[src/lmfc_align_map.svh]
// Purpose: Register offsets, field positions, reset values and counts of the LMFC alignment block.
// Assumes: Byte-wide registers on a 12-bit register address.
// Notes: Definitions only.
`ifndef LMFC_ALIGN_MAP_SVH
`define LMFC_ALIGN_MAP_SVH

// ==========================================================================
// Register offsets
`define ADDR_IRQ_EN_A 12'h0021
`define ADDR_IRQ_EN_B 12'h0022
`define ADDR_IRQ_ST_A 12'h0025
`define ADDR_IRQ_ST_B 12'h0026
`define ADDR_SUBCLASS 12'h0301
`define ADDR_LAT0 12'h0302
`define ADDR_LAT1 12'h0303
`define ADDR_LDEL_A 12'h0304
`define ADDR_LDEL_B 12'h0305
`define ADDR_VAR_A 12'h0306
`define ADDR_VAR_B 12'h0307
`define ADDR_LINK_CFG 12'h0458

// ==========================================================================
// Field positions
`define EV_LOCK 0
`define EV_ROT 1
`define EV_TRIP 2
`define EV_WLIM 3
`define EV_MSB 3
`define SUBCLASS_MSB 2
`define LINK_SC_LSB 5
`define LINK_SC_MSB 7

// ==========================================================================
// Values and counts
`define RST_BYTE 8'h00
`define SUBCLASS_0 3'h0
`define SUBCLASS_1 3'h1
`define RBD_MAX 8'h0a
`define PCLK_FRAME_NUM 4'h4
`define FRAME_CNT_W 5
`define PCLK_CNT_W 8

`endif

[src/lmfc_align_pkg.sv]
// Purpose: Types shared by the LMFC alignment block.
// Assumes: Nothing beyond the map header.
// Notes: Holds types only.
package lmfc_align_pkg;

  typedef enum logic [2:0] {
    LS_IDLE = 3'b001,
    LS_ILAS = 3'b010,
    LS_DATA = 3'b100
  } link_state_e;

  typedef logic [7:0] reg_byte_t;

endpackage

[src/link_latency_meter.sv]
// Purpose: Local receive LMFC for one link and measured latency to first data.
// Assumes: Frame and processing clock ticks are enables on sys_clk.
// Notes: Latency counts processing clock cycles from the local LMFC edge.
`timescale 1ns/1ps
`include "lmfc_align_map.svh"
module link_latency_meter #(
  parameter int FW = `FRAME_CNT_W,
  parameter int PW = `PCLK_CNT_W
) (
  input wire logic sys_clk,
  input wire logic reset,
  input wire logic frame_tick,
  input wire logic pclk_tick,
  input wire logic lmfc_edge,
  input wire logic [FW-1:0] frames_per_mf_m1,
  input wire logic [7:0] lmfc_delay,
  input wire logic ilas_to_data,
  output logic local_lmfc,
  output logic [PW-1:0] latency
);
  initial begin
    if (FW < 1 || PW < 4) $error("link_latency_meter widths too small");
  end

  logic [FW-1:0] dcnt_reg;
  logic arm_reg;
  logic loc_reg;
  logic [PW-1:0] pcnt_reg;
  logic [PW-1:0] lat_reg;
  wire [FW-1:0] del_mod = lmfc_delay[FW-1:0] & frames_per_mf_m1;
  // The count is zero at the edge, so the last frame of the delay is reached at delay minus one.
  wire [FW-1:0] del_m1 = del_mod - 1'b1;
  wire delay_done = arm_reg && frame_tick && (dcnt_reg == del_m1);
  wire loc_fire = (lmfc_edge && del_mod == '0) || delay_done;

  always_ff @(posedge sys_clk) begin
    if (reset) begin
      dcnt_reg <= '0;
      arm_reg <= 1'b0;
      loc_reg <= 1'b0;
      pcnt_reg <= '0;
      lat_reg <= '0;
    end else begin
      loc_reg <= loc_fire;
      if (lmfc_edge && del_mod != '0) begin
        arm_reg <= 1'b1;
        dcnt_reg <= '0;
      end else if (delay_done) begin
        arm_reg <= 1'b0;
      end else if (arm_reg && frame_tick) begin
        dcnt_reg <= dcnt_reg + 1'b1;
      end
      if (loc_fire) begin
        pcnt_reg <= '0;
      end else if (pclk_tick) begin
        pcnt_reg <= pcnt_reg + 1'b1;
      end
      if (ilas_to_data) begin
        lat_reg <= pcnt_reg;
      end
    end
  end

  assign local_lmfc = loc_reg;
  assign latency = lat_reg;
endmodule

[src/lmfc_latency_align.sv]
// Purpose: Receive-side deterministic latency alignment and sync event reporting.
// Assumes: Byte register port; frame and processing clock ticks arrive as enables.
// Notes: Two links; link 0 pairs with converter pair A, link 1 with pair B.
// Contract
// - Four sync conditions each separately enableable events.
// - Pair A enables and status registers.
// - Pair B enables and status registers.
// - Subclass 0 and 1 supported, not 2.
// - Subclass 0 ignores alignment pulse input.
// - Lanes within one LMFC; pairs synchronised.
// - No sync error report in Subclass 0, F=1.
// - Subclass 1 aligns to half converter clock.
// - All lanes read in same LMFC period.
// - Local LMFC delayed by programmed frame count.
// - Buffer delay accepts zero to ten cycles.
// - Variation value used as buffer delay.
// - Frame per processing clock ratio is 4/F.
// - Per-link measured latency readback registers.
// - Trip set after edge received and checked.
// - Lock set when aligned, updated every check; the code only sets it on an aligned check and holds it until a write-one clear.
`timescale 1ns/1ps
`include "lmfc_align_map.svh"
module lmfc_latency_align #(
  parameter int N_LANES = 4,
  parameter int PW = `PCLK_CNT_W
) (
  input wire logic sys_clk,
  input wire logic reset,
  // Byte register port.
  input wire logic reg_wr,
  input wire logic reg_rd,
  input wire logic [11:0] reg_addr,
  input wire logic [7:0] reg_wdata,
  output logic [7:0] reg_rdata,
  // Timing enables and alignment edge.
  input wire logic frame_tick,
  input wire logic pclk_tick,
  input wire logic sysref_edge,
  input wire logic internal_align_edge,
  input wire logic [1:0] octets_per_frame_code,
  input wire logic [4:0] frames_per_mf_m1,
  // Phase check results from the sync machine, one pair per link.
  input wire logic [1:0] phase_check,
  input wire logic [1:0] phase_aligned,
  input wire logic [1:0] rotation_done,
  input wire logic [1:0] window_exceeded,
  // Per-link lane status.
  input wire logic [1:0] ilas_to_data,
  input wire logic [2*N_LANES-1:0] lane_arrived,
  input wire logic [1:0] link_error,
  output logic [1:0] link_sync_request_output,
  output logic [1:0] lane_read_enable,
  output logic [1:0] local_lmfc,
  output logic irq
);
  initial begin
    if (N_LANES < 1 || N_LANES > 8) $error("lmfc_latency_align lane count out of range");
    if (PW < 4) $error("lmfc_latency_align latency width too small");
  end

  // ==========================================================================
  // Register storage
  logic [`EV_MSB:0] en_a_reg;
  logic [`EV_MSB:0] en_b_reg;
  logic [`SUBCLASS_MSB:0] subclass_reg;
  logic [`LINK_SC_MSB-`LINK_SC_LSB:0] link_sc_reg;
  logic [`LINK_SC_LSB-1:0] link_cfg_low_reg;
  lmfc_align_pkg::reg_byte_t ldel_a_reg;
  lmfc_align_pkg::reg_byte_t ldel_b_reg;
  lmfc_align_pkg::reg_byte_t var_a_reg;
  lmfc_align_pkg::reg_byte_t var_b_reg;
  lmfc_align_pkg::reg_byte_t rdata_reg;
  logic irq_reg;
  logic [1:0] sync_out_reg;

  wire wr_en_a = reg_wr && reg_addr == `ADDR_IRQ_EN_A;
  wire wr_en_b = reg_wr && reg_addr == `ADDR_IRQ_EN_B;
  wire wr_st_a = reg_wr && reg_addr == `ADDR_IRQ_ST_A;
  wire wr_st_b = reg_wr && reg_addr == `ADDR_IRQ_ST_B;
  wire wr_sc = reg_wr && reg_addr == `ADDR_SUBCLASS;
  wire wr_ldel_a = reg_wr && reg_addr == `ADDR_LDEL_A;
  wire wr_ldel_b = reg_wr && reg_addr == `ADDR_LDEL_B;
  wire wr_var_a = reg_wr && reg_addr == `ADDR_VAR_A;
  wire wr_var_b = reg_wr && reg_addr == `ADDR_VAR_B;
  wire wr_link = reg_wr && reg_addr == `ADDR_LINK_CFG;

  // Subclass 2 and other codes are refused; the field keeps its old value.
  wire sc_ok = reg_wdata[`SUBCLASS_MSB:0] == `SUBCLASS_0 || reg_wdata[`SUBCLASS_MSB:0] == `SUBCLASS_1;
  wire link_sc_ok = reg_wdata[`LINK_SC_MSB:`LINK_SC_LSB] == `SUBCLASS_0 ||
                    reg_wdata[`LINK_SC_MSB:`LINK_SC_LSB] == `SUBCLASS_1;
  // Buffer delay values above ten are clamped.
  wire [7:0] var_wdata = reg_wdata > `RBD_MAX ? `RBD_MAX : reg_wdata;

  always_ff @(posedge sys_clk) begin
    if (reset) begin
      en_a_reg <= '0;
      en_b_reg <= '0;
      subclass_reg <= `SUBCLASS_0;
      link_sc_reg <= `SUBCLASS_0;
      link_cfg_low_reg <= '0;
      ldel_a_reg <= `RST_BYTE;
      ldel_b_reg <= `RST_BYTE;
      var_a_reg <= `RST_BYTE;
      var_b_reg <= `RST_BYTE;
    end else begin
      // Status registers are write-one-to-clear inside the event latches.
      if (wr_en_a) begin
        en_a_reg <= reg_wdata[`EV_MSB:0];
      end
      if (wr_en_b) begin
        en_b_reg <= reg_wdata[`EV_MSB:0];
      end
      if (wr_sc && sc_ok) begin
        subclass_reg <= reg_wdata[`SUBCLASS_MSB:0];
      end
      if (wr_link) begin
        link_cfg_low_reg <= reg_wdata[`LINK_SC_LSB-1:0];
      end
      if (wr_link && link_sc_ok) begin
        link_sc_reg <= reg_wdata[`LINK_SC_MSB:`LINK_SC_LSB];
      end
      if (wr_ldel_a) begin
        ldel_a_reg <= reg_wdata;
      end
      if (wr_ldel_b) begin
        ldel_b_reg <= reg_wdata;
      end
      if (wr_var_a) begin
        var_a_reg <= var_wdata;
      end
      if (wr_var_b) begin
        var_b_reg <= var_wdata;
      end
    end
  end

  // ==========================================================================
  // Subclass and alignment edge
  wire sub1 = subclass_reg == `SUBCLASS_1;
  // Subclass 0 never looks at the external alignment pulse.
  wire align_edge = sub1 ? sysref_edge : internal_align_edge;
  // One shared LMFC keeps both pairs on the same multiframe.
  logic [4:0] mf_cnt_reg;
  wire mf_wrap = frame_tick && mf_cnt_reg == frames_per_mf_m1;
  wire lmfc_edge = align_edge || mf_wrap;

  always_ff @(posedge sys_clk) begin
    if (reset) begin
      mf_cnt_reg <= '0;
    end else if (align_edge) begin
      mf_cnt_reg <= '0;
    end else if (frame_tick) begin
      mf_cnt_reg <= mf_wrap ? 5'h00 : mf_cnt_reg + 5'h01;
    end
  end

  // Frames per processing clock is four divided by octets per frame.
  wire [3:0] f_octets = octets_per_frame_code == 2'h0 ? 4'h1 :
                        octets_per_frame_code == 2'h1 ? 4'h2 : 4'h4;
  wire [3:0] frames_per_parallel_processing_clock_ratio = `PCLK_FRAME_NUM / f_octets;
  wire f_is_one = f_octets == 4'h1;

  // ==========================================================================
  // Per-link local LMFC, latency, buffer release
  wire [7:0] link_delay [2];
  wire [7:0] link_var [2];
  wire [PW-1:0] link_lat [2];
  assign link_delay[0] = ldel_a_reg;
  assign link_delay[1] = ldel_b_reg;
  assign link_var[0] = var_a_reg;
  assign link_var[1] = var_b_reg;

  lmfc_align_pkg::link_state_e st_reg [2];
  logic [7:0] rbd_cnt_reg [2];
  logic [1:0] read_reg;
  wire [1:0] loc_lmfc;

  genvar g;
  generate
    for (g = 0; g < 2; g++) begin : g_link
      link_latency_meter #(
        .FW(`FRAME_CNT_W),
        .PW(PW)
      ) u_meter (
        .sys_clk(sys_clk),
        .reset(reset),
        .frame_tick(frame_tick),
        .pclk_tick(pclk_tick),
        .lmfc_edge(lmfc_edge),
        .frames_per_mf_m1(frames_per_mf_m1),
        .lmfc_delay(link_delay[g]),
        .ilas_to_data(ilas_to_data[g]),
        .local_lmfc(loc_lmfc[g]),
        .latency(link_lat[g])
      );

      wire all_in = &lane_arrived[g*N_LANES +: N_LANES];
      // Reading starts the buffer delay after the local LMFC, for all lanes at once.
      wire rbd_done = rbd_cnt_reg[g] == link_var[g];
      always_ff @(posedge sys_clk) begin
        if (reset) begin
          st_reg[g] <= lmfc_align_pkg::LS_IDLE;
          rbd_cnt_reg[g] <= `RST_BYTE;
          read_reg[g] <= 1'b0;
        end else begin
          case (st_reg[g])
            lmfc_align_pkg::LS_IDLE: begin
              read_reg[g] <= 1'b0;
              if (loc_lmfc[g] && all_in) begin
                st_reg[g] <= lmfc_align_pkg::LS_ILAS;
                rbd_cnt_reg[g] <= `RST_BYTE;
              end
            end
            lmfc_align_pkg::LS_ILAS: begin
              // A lane lost while waiting restarts alignment at the next local LMFC.
              if (!all_in) begin
                st_reg[g] <= lmfc_align_pkg::LS_IDLE;
              end else if (rbd_done) begin
                st_reg[g] <= lmfc_align_pkg::LS_DATA;
                read_reg[g] <= 1'b1;
              end else if (pclk_tick) begin
                rbd_cnt_reg[g] <= rbd_cnt_reg[g] + 8'h01;
              end
            end
            lmfc_align_pkg::LS_DATA: begin
              if (!all_in) begin
                st_reg[g] <= lmfc_align_pkg::LS_IDLE;
                read_reg[g] <= 1'b0;
              end
            end
            default: begin
              st_reg[g] <= lmfc_align_pkg::LS_IDLE;
              read_reg[g] <= 1'b0;
            end
          endcase
        end
      end
    end
  endgenerate

  // Errors are not signalled in Subclass 0 with one octet per frame.
  wire err_mask = !sub1 && f_is_one;
  always_ff @(posedge sys_clk) begin
    if (reset) begin
      sync_out_reg <= 2'b00;
    end else begin
      sync_out_reg <= err_mask ? 2'b00 : link_error;
    end
  end

  // ==========================================================================
  // Sync events
  wire [`EV_MSB:0] ev [2];
  wire [`EV_MSB:0] st [2];
  wire [1:0] pend;
  generate
    for (g = 0; g < 2; g++) begin : g_ev
      assign ev[g][`EV_LOCK] = phase_check[g] && phase_aligned[g];
      assign ev[g][`EV_ROT] = rotation_done[g];
      assign ev[g][`EV_TRIP] = phase_check[g] && align_edge;
      assign ev[g][`EV_WLIM] = phase_check[g] && window_exceeded[g];
    end
  endgenerate

  sync_event_latch #(.N_EV(`EV_MSB + 1)) u_ev_a (
    .sys_clk(sys_clk),
    .reset(reset),
    .event_pulse(ev[0]),
    .enable(en_a_reg),
    .clear_wr(wr_st_a),
    .clear_bits(reg_wdata[`EV_MSB:0]),
    .status(st[0]),
    .pending(pend[0])
  );

  sync_event_latch #(.N_EV(`EV_MSB + 1)) u_ev_b (
    .sys_clk(sys_clk),
    .reset(reset),
    .event_pulse(ev[1]),
    .enable(en_b_reg),
    .clear_wr(wr_st_b),
    .clear_bits(reg_wdata[`EV_MSB:0]),
    .status(st[1]),
    .pending(pend[1])
  );

  always_ff @(posedge sys_clk) begin
    if (reset) begin
      irq_reg <= 1'b0;
    end else begin
      irq_reg <= |pend;
    end
  end

  // ==========================================================================
  // Read data
  wire [7:0] lat0_b = 8'(link_lat[0]);
  wire [7:0] lat1_b = 8'(link_lat[1]);
  wire [7:0] rd_mux =
    reg_addr == `ADDR_IRQ_EN_A ? {4'h0, en_a_reg} :
    reg_addr == `ADDR_IRQ_EN_B ? {4'h0, en_b_reg} :
    reg_addr == `ADDR_IRQ_ST_A ? {4'h0, st[0]} :
    reg_addr == `ADDR_IRQ_ST_B ? {4'h0, st[1]} :
    reg_addr == `ADDR_SUBCLASS ? {5'h00, subclass_reg} :
    reg_addr == `ADDR_LAT0 ? lat0_b :
    reg_addr == `ADDR_LAT1 ? lat1_b :
    reg_addr == `ADDR_LDEL_A ? ldel_a_reg :
    reg_addr == `ADDR_LDEL_B ? ldel_b_reg :
    reg_addr == `ADDR_VAR_A ? var_a_reg :
    reg_addr == `ADDR_VAR_B ? var_b_reg :
    reg_addr == `ADDR_LINK_CFG ? {link_sc_reg, link_cfg_low_reg} :
    reg_addr == `ADDR_LINK_CFG + 12'h0001 ? {4'h0, frames_per_parallel_processing_clock_ratio} : `RST_BYTE;

  always_ff @(posedge sys_clk) begin
    if (reset) begin
      rdata_reg <= `RST_BYTE;
    end else if (reg_rd) begin
      rdata_reg <= rd_mux;
    end
  end

  assign reg_rdata = rdata_reg;
  assign irq = irq_reg;
  assign link_sync_request_output = sync_out_reg;
  assign lane_read_enable = read_reg;
  assign local_lmfc = loc_lmfc;
endmodule

[src/sync_event_latch.sv]
// Purpose: Sticky sync events with enables for one converter pair.
// Assumes: Events are single-cycle pulses; write-one-to-clear status.
// Notes: A set in the same cycle as a clear wins.
`timescale 1ns/1ps
`include "lmfc_align_map.svh"
module sync_event_latch #(
  parameter int N_EV = 4
) (
  input wire logic sys_clk,
  input wire logic reset,
  input wire logic [N_EV-1:0] event_pulse,
  input wire logic [N_EV-1:0] enable,
  input wire logic clear_wr,
  input wire logic [N_EV-1:0] clear_bits,
  output logic [N_EV-1:0] status,
  output logic pending
);
  initial begin
    if (N_EV != `EV_MSB + 1) $error("sync_event_latch needs four events");
  end

  logic [N_EV-1:0] status_reg;
  wire [N_EV-1:0] clr_mask = clear_wr ? clear_bits : '0;
  wire [N_EV-1:0] set_mask = event_pulse & enable;
  wire [N_EV-1:0] status_next = (status_reg & ~clr_mask) | set_mask;

  always_ff @(posedge sys_clk) begin
    if (reset) begin
      status_reg <= '0;
    end else begin
      status_reg <= status_next;
    end
  end

  assign status = status_reg;
  assign pending = |(status_reg & enable);
endmodule

[config.mk]
export PLATFORM = sky130hd
export DESIGN_NAME = lmfc_latency_align
export DESIGN_NICKNAME = d
export VERILOG_FILES = /design/src/lmfc_align_pkg.sv /design/src/link_latency_meter.sv /design/src/lmfc_latency_align.sv /design/src/sync_event_latch.sv
export VERILOG_INCLUDE_DIRS = /design/src
export SDC_FILE = /design/constraint.sdc
export NUM_CORES = 1
export LEC_CHECK = 0
export CELL_PAD_IN_SITES_DETAIL_PLACEMENT = 1
export CELL_PAD_IN_SITES_GLOBAL_PLACEMENT = 1
export CORE_MARGIN = 2
export CORE_UTILIZATION = 45
export DETAILED_ROUTE_END_ITERATION = 16
export DONT_BUFFER_PORTS = 1
export HOLD_SLACK_MARGIN = 0.1
export PLACE_DENSITY_LB_ADDON = 0.08
export RECOVER_POWER = 100
export REMOVE_ABC_BUFFERS = 1
export SKIP_LAST_GASP = 1
export SLEW_MARGIN = 20
export SYNTH_ARGS = -nofsm -noshare
export SYNTH_HDL_FRONTEND = slang
export SYNTH_SLANG_ARGS = --single-unit
[constraint.sdc]
create_clock -name sys_clk -period 2.45 [get_ports sys_clk]
set_clock_uncertainty 0.05 [all_clocks]
set_input_delay 0.245 -clock sys_clk [delete_from_list [all_inputs] [get_ports sys_clk]]
set_output_delay 0.245 -clock sys_clk [all_outputs]
set_load 0.01 [all_outputs]
==> results.json <==
{
  "status": "finished clean",
  "die_w_um": 135,
  "yosys-mux-area-fraction": 0.0784,
  "startpoint": "subclass_reg[0]",
  "post_cts_buffers": 0,
  "synth_simple_gate_area_frac": 0.238,
  "synth.avg_cell_area_um2": 8.87,
  "ctsHoldBuffers": 31,
  "dieHeight_um": 135,
  "synth_top_family_by_area": "simple AND/OR/NAND/NOR gates",
  "cp_max_fo": 23,
  "synth-seq-cells": 145,
  "drc": 0,
  "slew_viol_final": 0,
  "start_util": 0.454,
  "relSlewSlack": 0.305,
  "synth_warnings": 0,
  "synth-xor-area-share": 0.0794,
  "dpl.hpwl_mm": 18.2,
  "cts_made_buffers": 17,
  "place_inst": 1075,
  "grt_antenna_before_repair": 0,
  "fp-row-count": 48,
  "hold-path-endpoint": "g_link[0].u_meter.dcnt_reg[0]",
  "wl_per_cell_um": 23.7,
  "io_pins": 70,
  "r2r_end": "g_link[1].u_meter.dcnt_reg[0]",
  "htreeDepth": 4,
  "grt_util_all_layers": 0.301,
  "dpl_cell_area_um2": 8020,
  "num_vias": 7161,
  "start_kind": "flop",
  "cts_num_sinks": 145,
  "gp_congestion": 0.863,
  "r2r_slack_ps": 200,
  "cp.required_ps": 2760,
  "first_pass_iters": 5,
  "area_growth_pct": 14.2,
  "yosys_most_used_dff": "dfxtp_1",
  "rsz0062_at_grt": "no",
  "worstHoldStart": "frame_tick",
  "synthAdderAreaFrac": 0.0145,
  "utilization": 0.519,
  "ys_seq_area_frac": 0.402,
  "powerDensity_nw_per_um2": 620,
  "yosys.cell_types.count": 72,
  "final_hold_viol_count": 0,
  "synth_enable_flop_cells": 22,
  "async_flop_share": 0,
  "viasPerCell": 6.29,
  "grt_overflow": 0,
  "holdPathStages": 3,
  "r2r-start": "subclass_reg[0]",
  "fillers": 1987,
  "fin_ws_ps": 197,
  "crit_arrival_ps": 2560,
  "final_nets": 964,
  "setup_violations": 0,
  "layout_commonest_cell": "dfxtp_1",
  "fin_crit_sh": 0.919,
  "cts_resized": 0,
  "dieArea_um2": 18300,
  "min_path_type": "in2reg",
  "fin_area_um2": 8880,
  "grt_max_degree": 97,
  "core_area_um2": 17100,
  "cts-root-buf": "clkbuf_16",
  "antenna_left": 0,
  "grt_pass1_vias": 7501,
  "syn-instance-count": 876,
  "synth_compound_area_frac": 0.155,
  "drive_gt1_frac": 0.0745,
  "place_ws_ps": 235,
  "p_total_mw": 5.51,
  "vdd_drop_max_mv": 0.520,
  "clkLatencyLatePin_ps": 440,
  "cts_tree": "built",
  "reg2regPathDepth": 6,
  "cts.clk_slew.worst_paths_ps": 70,
  "cts_buffer_depth": 2,
  "final_cells": 1138,
  "netlist_area_um2": 7770,
  "critPathKind": "reg2reg",
  "period_minus_slack_ps": 2250,
  "leakage_nw": 3.23,
  "drt-total-wl_mm": 27.0,
  "end_kind": "flop",
  "max-cap-violations": 0,
  "mostFrequentLayoutCells": "123 x dfxtp_1, 86 x nor2_1, 82 x nand2_1",
  "first_iter_violations": 519,
  "port_buffers": 0,
  "grt_pass1_wl_mm": 42.3,
  "num_antenna_cells": 0,
  "worst-slew-pin-transition_ps": 1040,
  "fmax_ghz": 0.444
}
-- cell usage after synthesis (8+ instances only) --
cell | count | area share
ha_1 | 9 | 0.014
nor2_1 | 86 | 0.042
nand2b_1 | 10 | 0.0081
dfxtp_1 | 123 | 0.32
inv_1 | 12 | 0.0058
o21bai_1 | 8 | 0.0077
nor3_1 | 31 | 0.020
and2_1 | 15 | 0.012
nor2b_1 | 14 | 0.011
a21oi_1 | 55 | 0.035
nand2_1 | 82 | 0.040
o21ai_0 | 29 | 0.019
and3_1 | 20 | 0.016
edfxtp_1 | 22 | 0.085
xnor2_1 | 22 | 0.025
a32oi_1 | 10 | 0.011
nand4_1 | 24 | 0.019
nor4_1 | 13 | 0.010
clkbuf_1 | 29 | 0.014
a22oi_1 | 11 | 0.011
xor2_1 | 43 | 0.048
buf_2 | 8 | 0.0052
nand3_1 | 28 | 0.018
mux2i_1 | 53 | 0.068
-- cell families (layout without fill, tap and decap cells) --
| kind of cell | Yosys count | count (layout) |
|---|---|---|
| DFF | 145 | 145 |
| muxes | 60 | 60 |
| buffers and inverters | 60 | 97 |
| and+or+nand+nor | 359 | 359 |
| adders and majority gates | 9 | 9 |
| AOI/OAI and AO/OA | 176 | 176 |
| xor gates and xnor gates | 67 | 67 |
-- worst max-delay path by stage --
| stage | endpoint | slack, ps | depth (start not counted) |
|---|---|---|---|
| 6_report | g_link[1].u_meter.dcnt_reg[0] | 200 | 6 |
| 5_1_grt | g_link[1].u_meter.local_lmfc | 50 | 8 |
| 4_1_cts | g_link[1].u_meter.pcnt_reg[1] | 220 | 6 |
| 3_5_place_dp | g_link[0].u_meter.pcnt_reg[6] | 240 | 6 |
| 3_3_place_gp | g_link[0].u_meter.local_lmfc | 350 | 6 |
| 2_1_floorplan | g_link[0].u_meter.dcnt_reg[1] | -110 | 5 |
-- per-layer routing --
layer | vias up | wire [µm] | global-route usage
li1 | 3262 | - | -
met1 | 3581 | 11400 | 0.391
met2 | 272 | 13100 | 0.505
met3 | 46 | 1940 | 0.0681
met4 | 0 | 493 | 0.0868
met5 | - | 0 | 0
-- critical path, stage by stage (launching register included) --
cell and delay [ps]:
dfxtp_1 370, nor3b_1 310, mux2_2 480, a211oi_1 190
clkbuf_2 410, o21ai_0 190, mux2i_1 170
-- power breakdown --
part | switching, mW | total, mW | internal [mW]
Sequential | 0.0337 | 2.47 | 2.44
Clock | 1.18 | 2.70 | 1.53
Combinational | 0.203 | 0.331 | 0.128
Total | 1.41 | 5.51 | 4.09
-- cell type report --
cell class / instances / area [µm²] / area share
sequential: 145 / 3120 / 0.352
inverter: 12 / 45.0 / 0.00507
clock inverter: 13 / 139 / 0.0156
multi-input combinational: 671 / 4350 / 0.490
clock buffer: 19 / 464 / 0.0523
tap: 225 / 282 / 0.0317
timing repair buffer: 53 / 473 / 0.0533
-- metrics by stage --
stage,setup TNS [ps],hold WS (ps)
after global routing,0,113
final,0,99.7
after global placement,0,276
after CTS,0,102
after detailed placement,0,280
after floorplan,-1030,264
(Power assumes the default switching activity.)
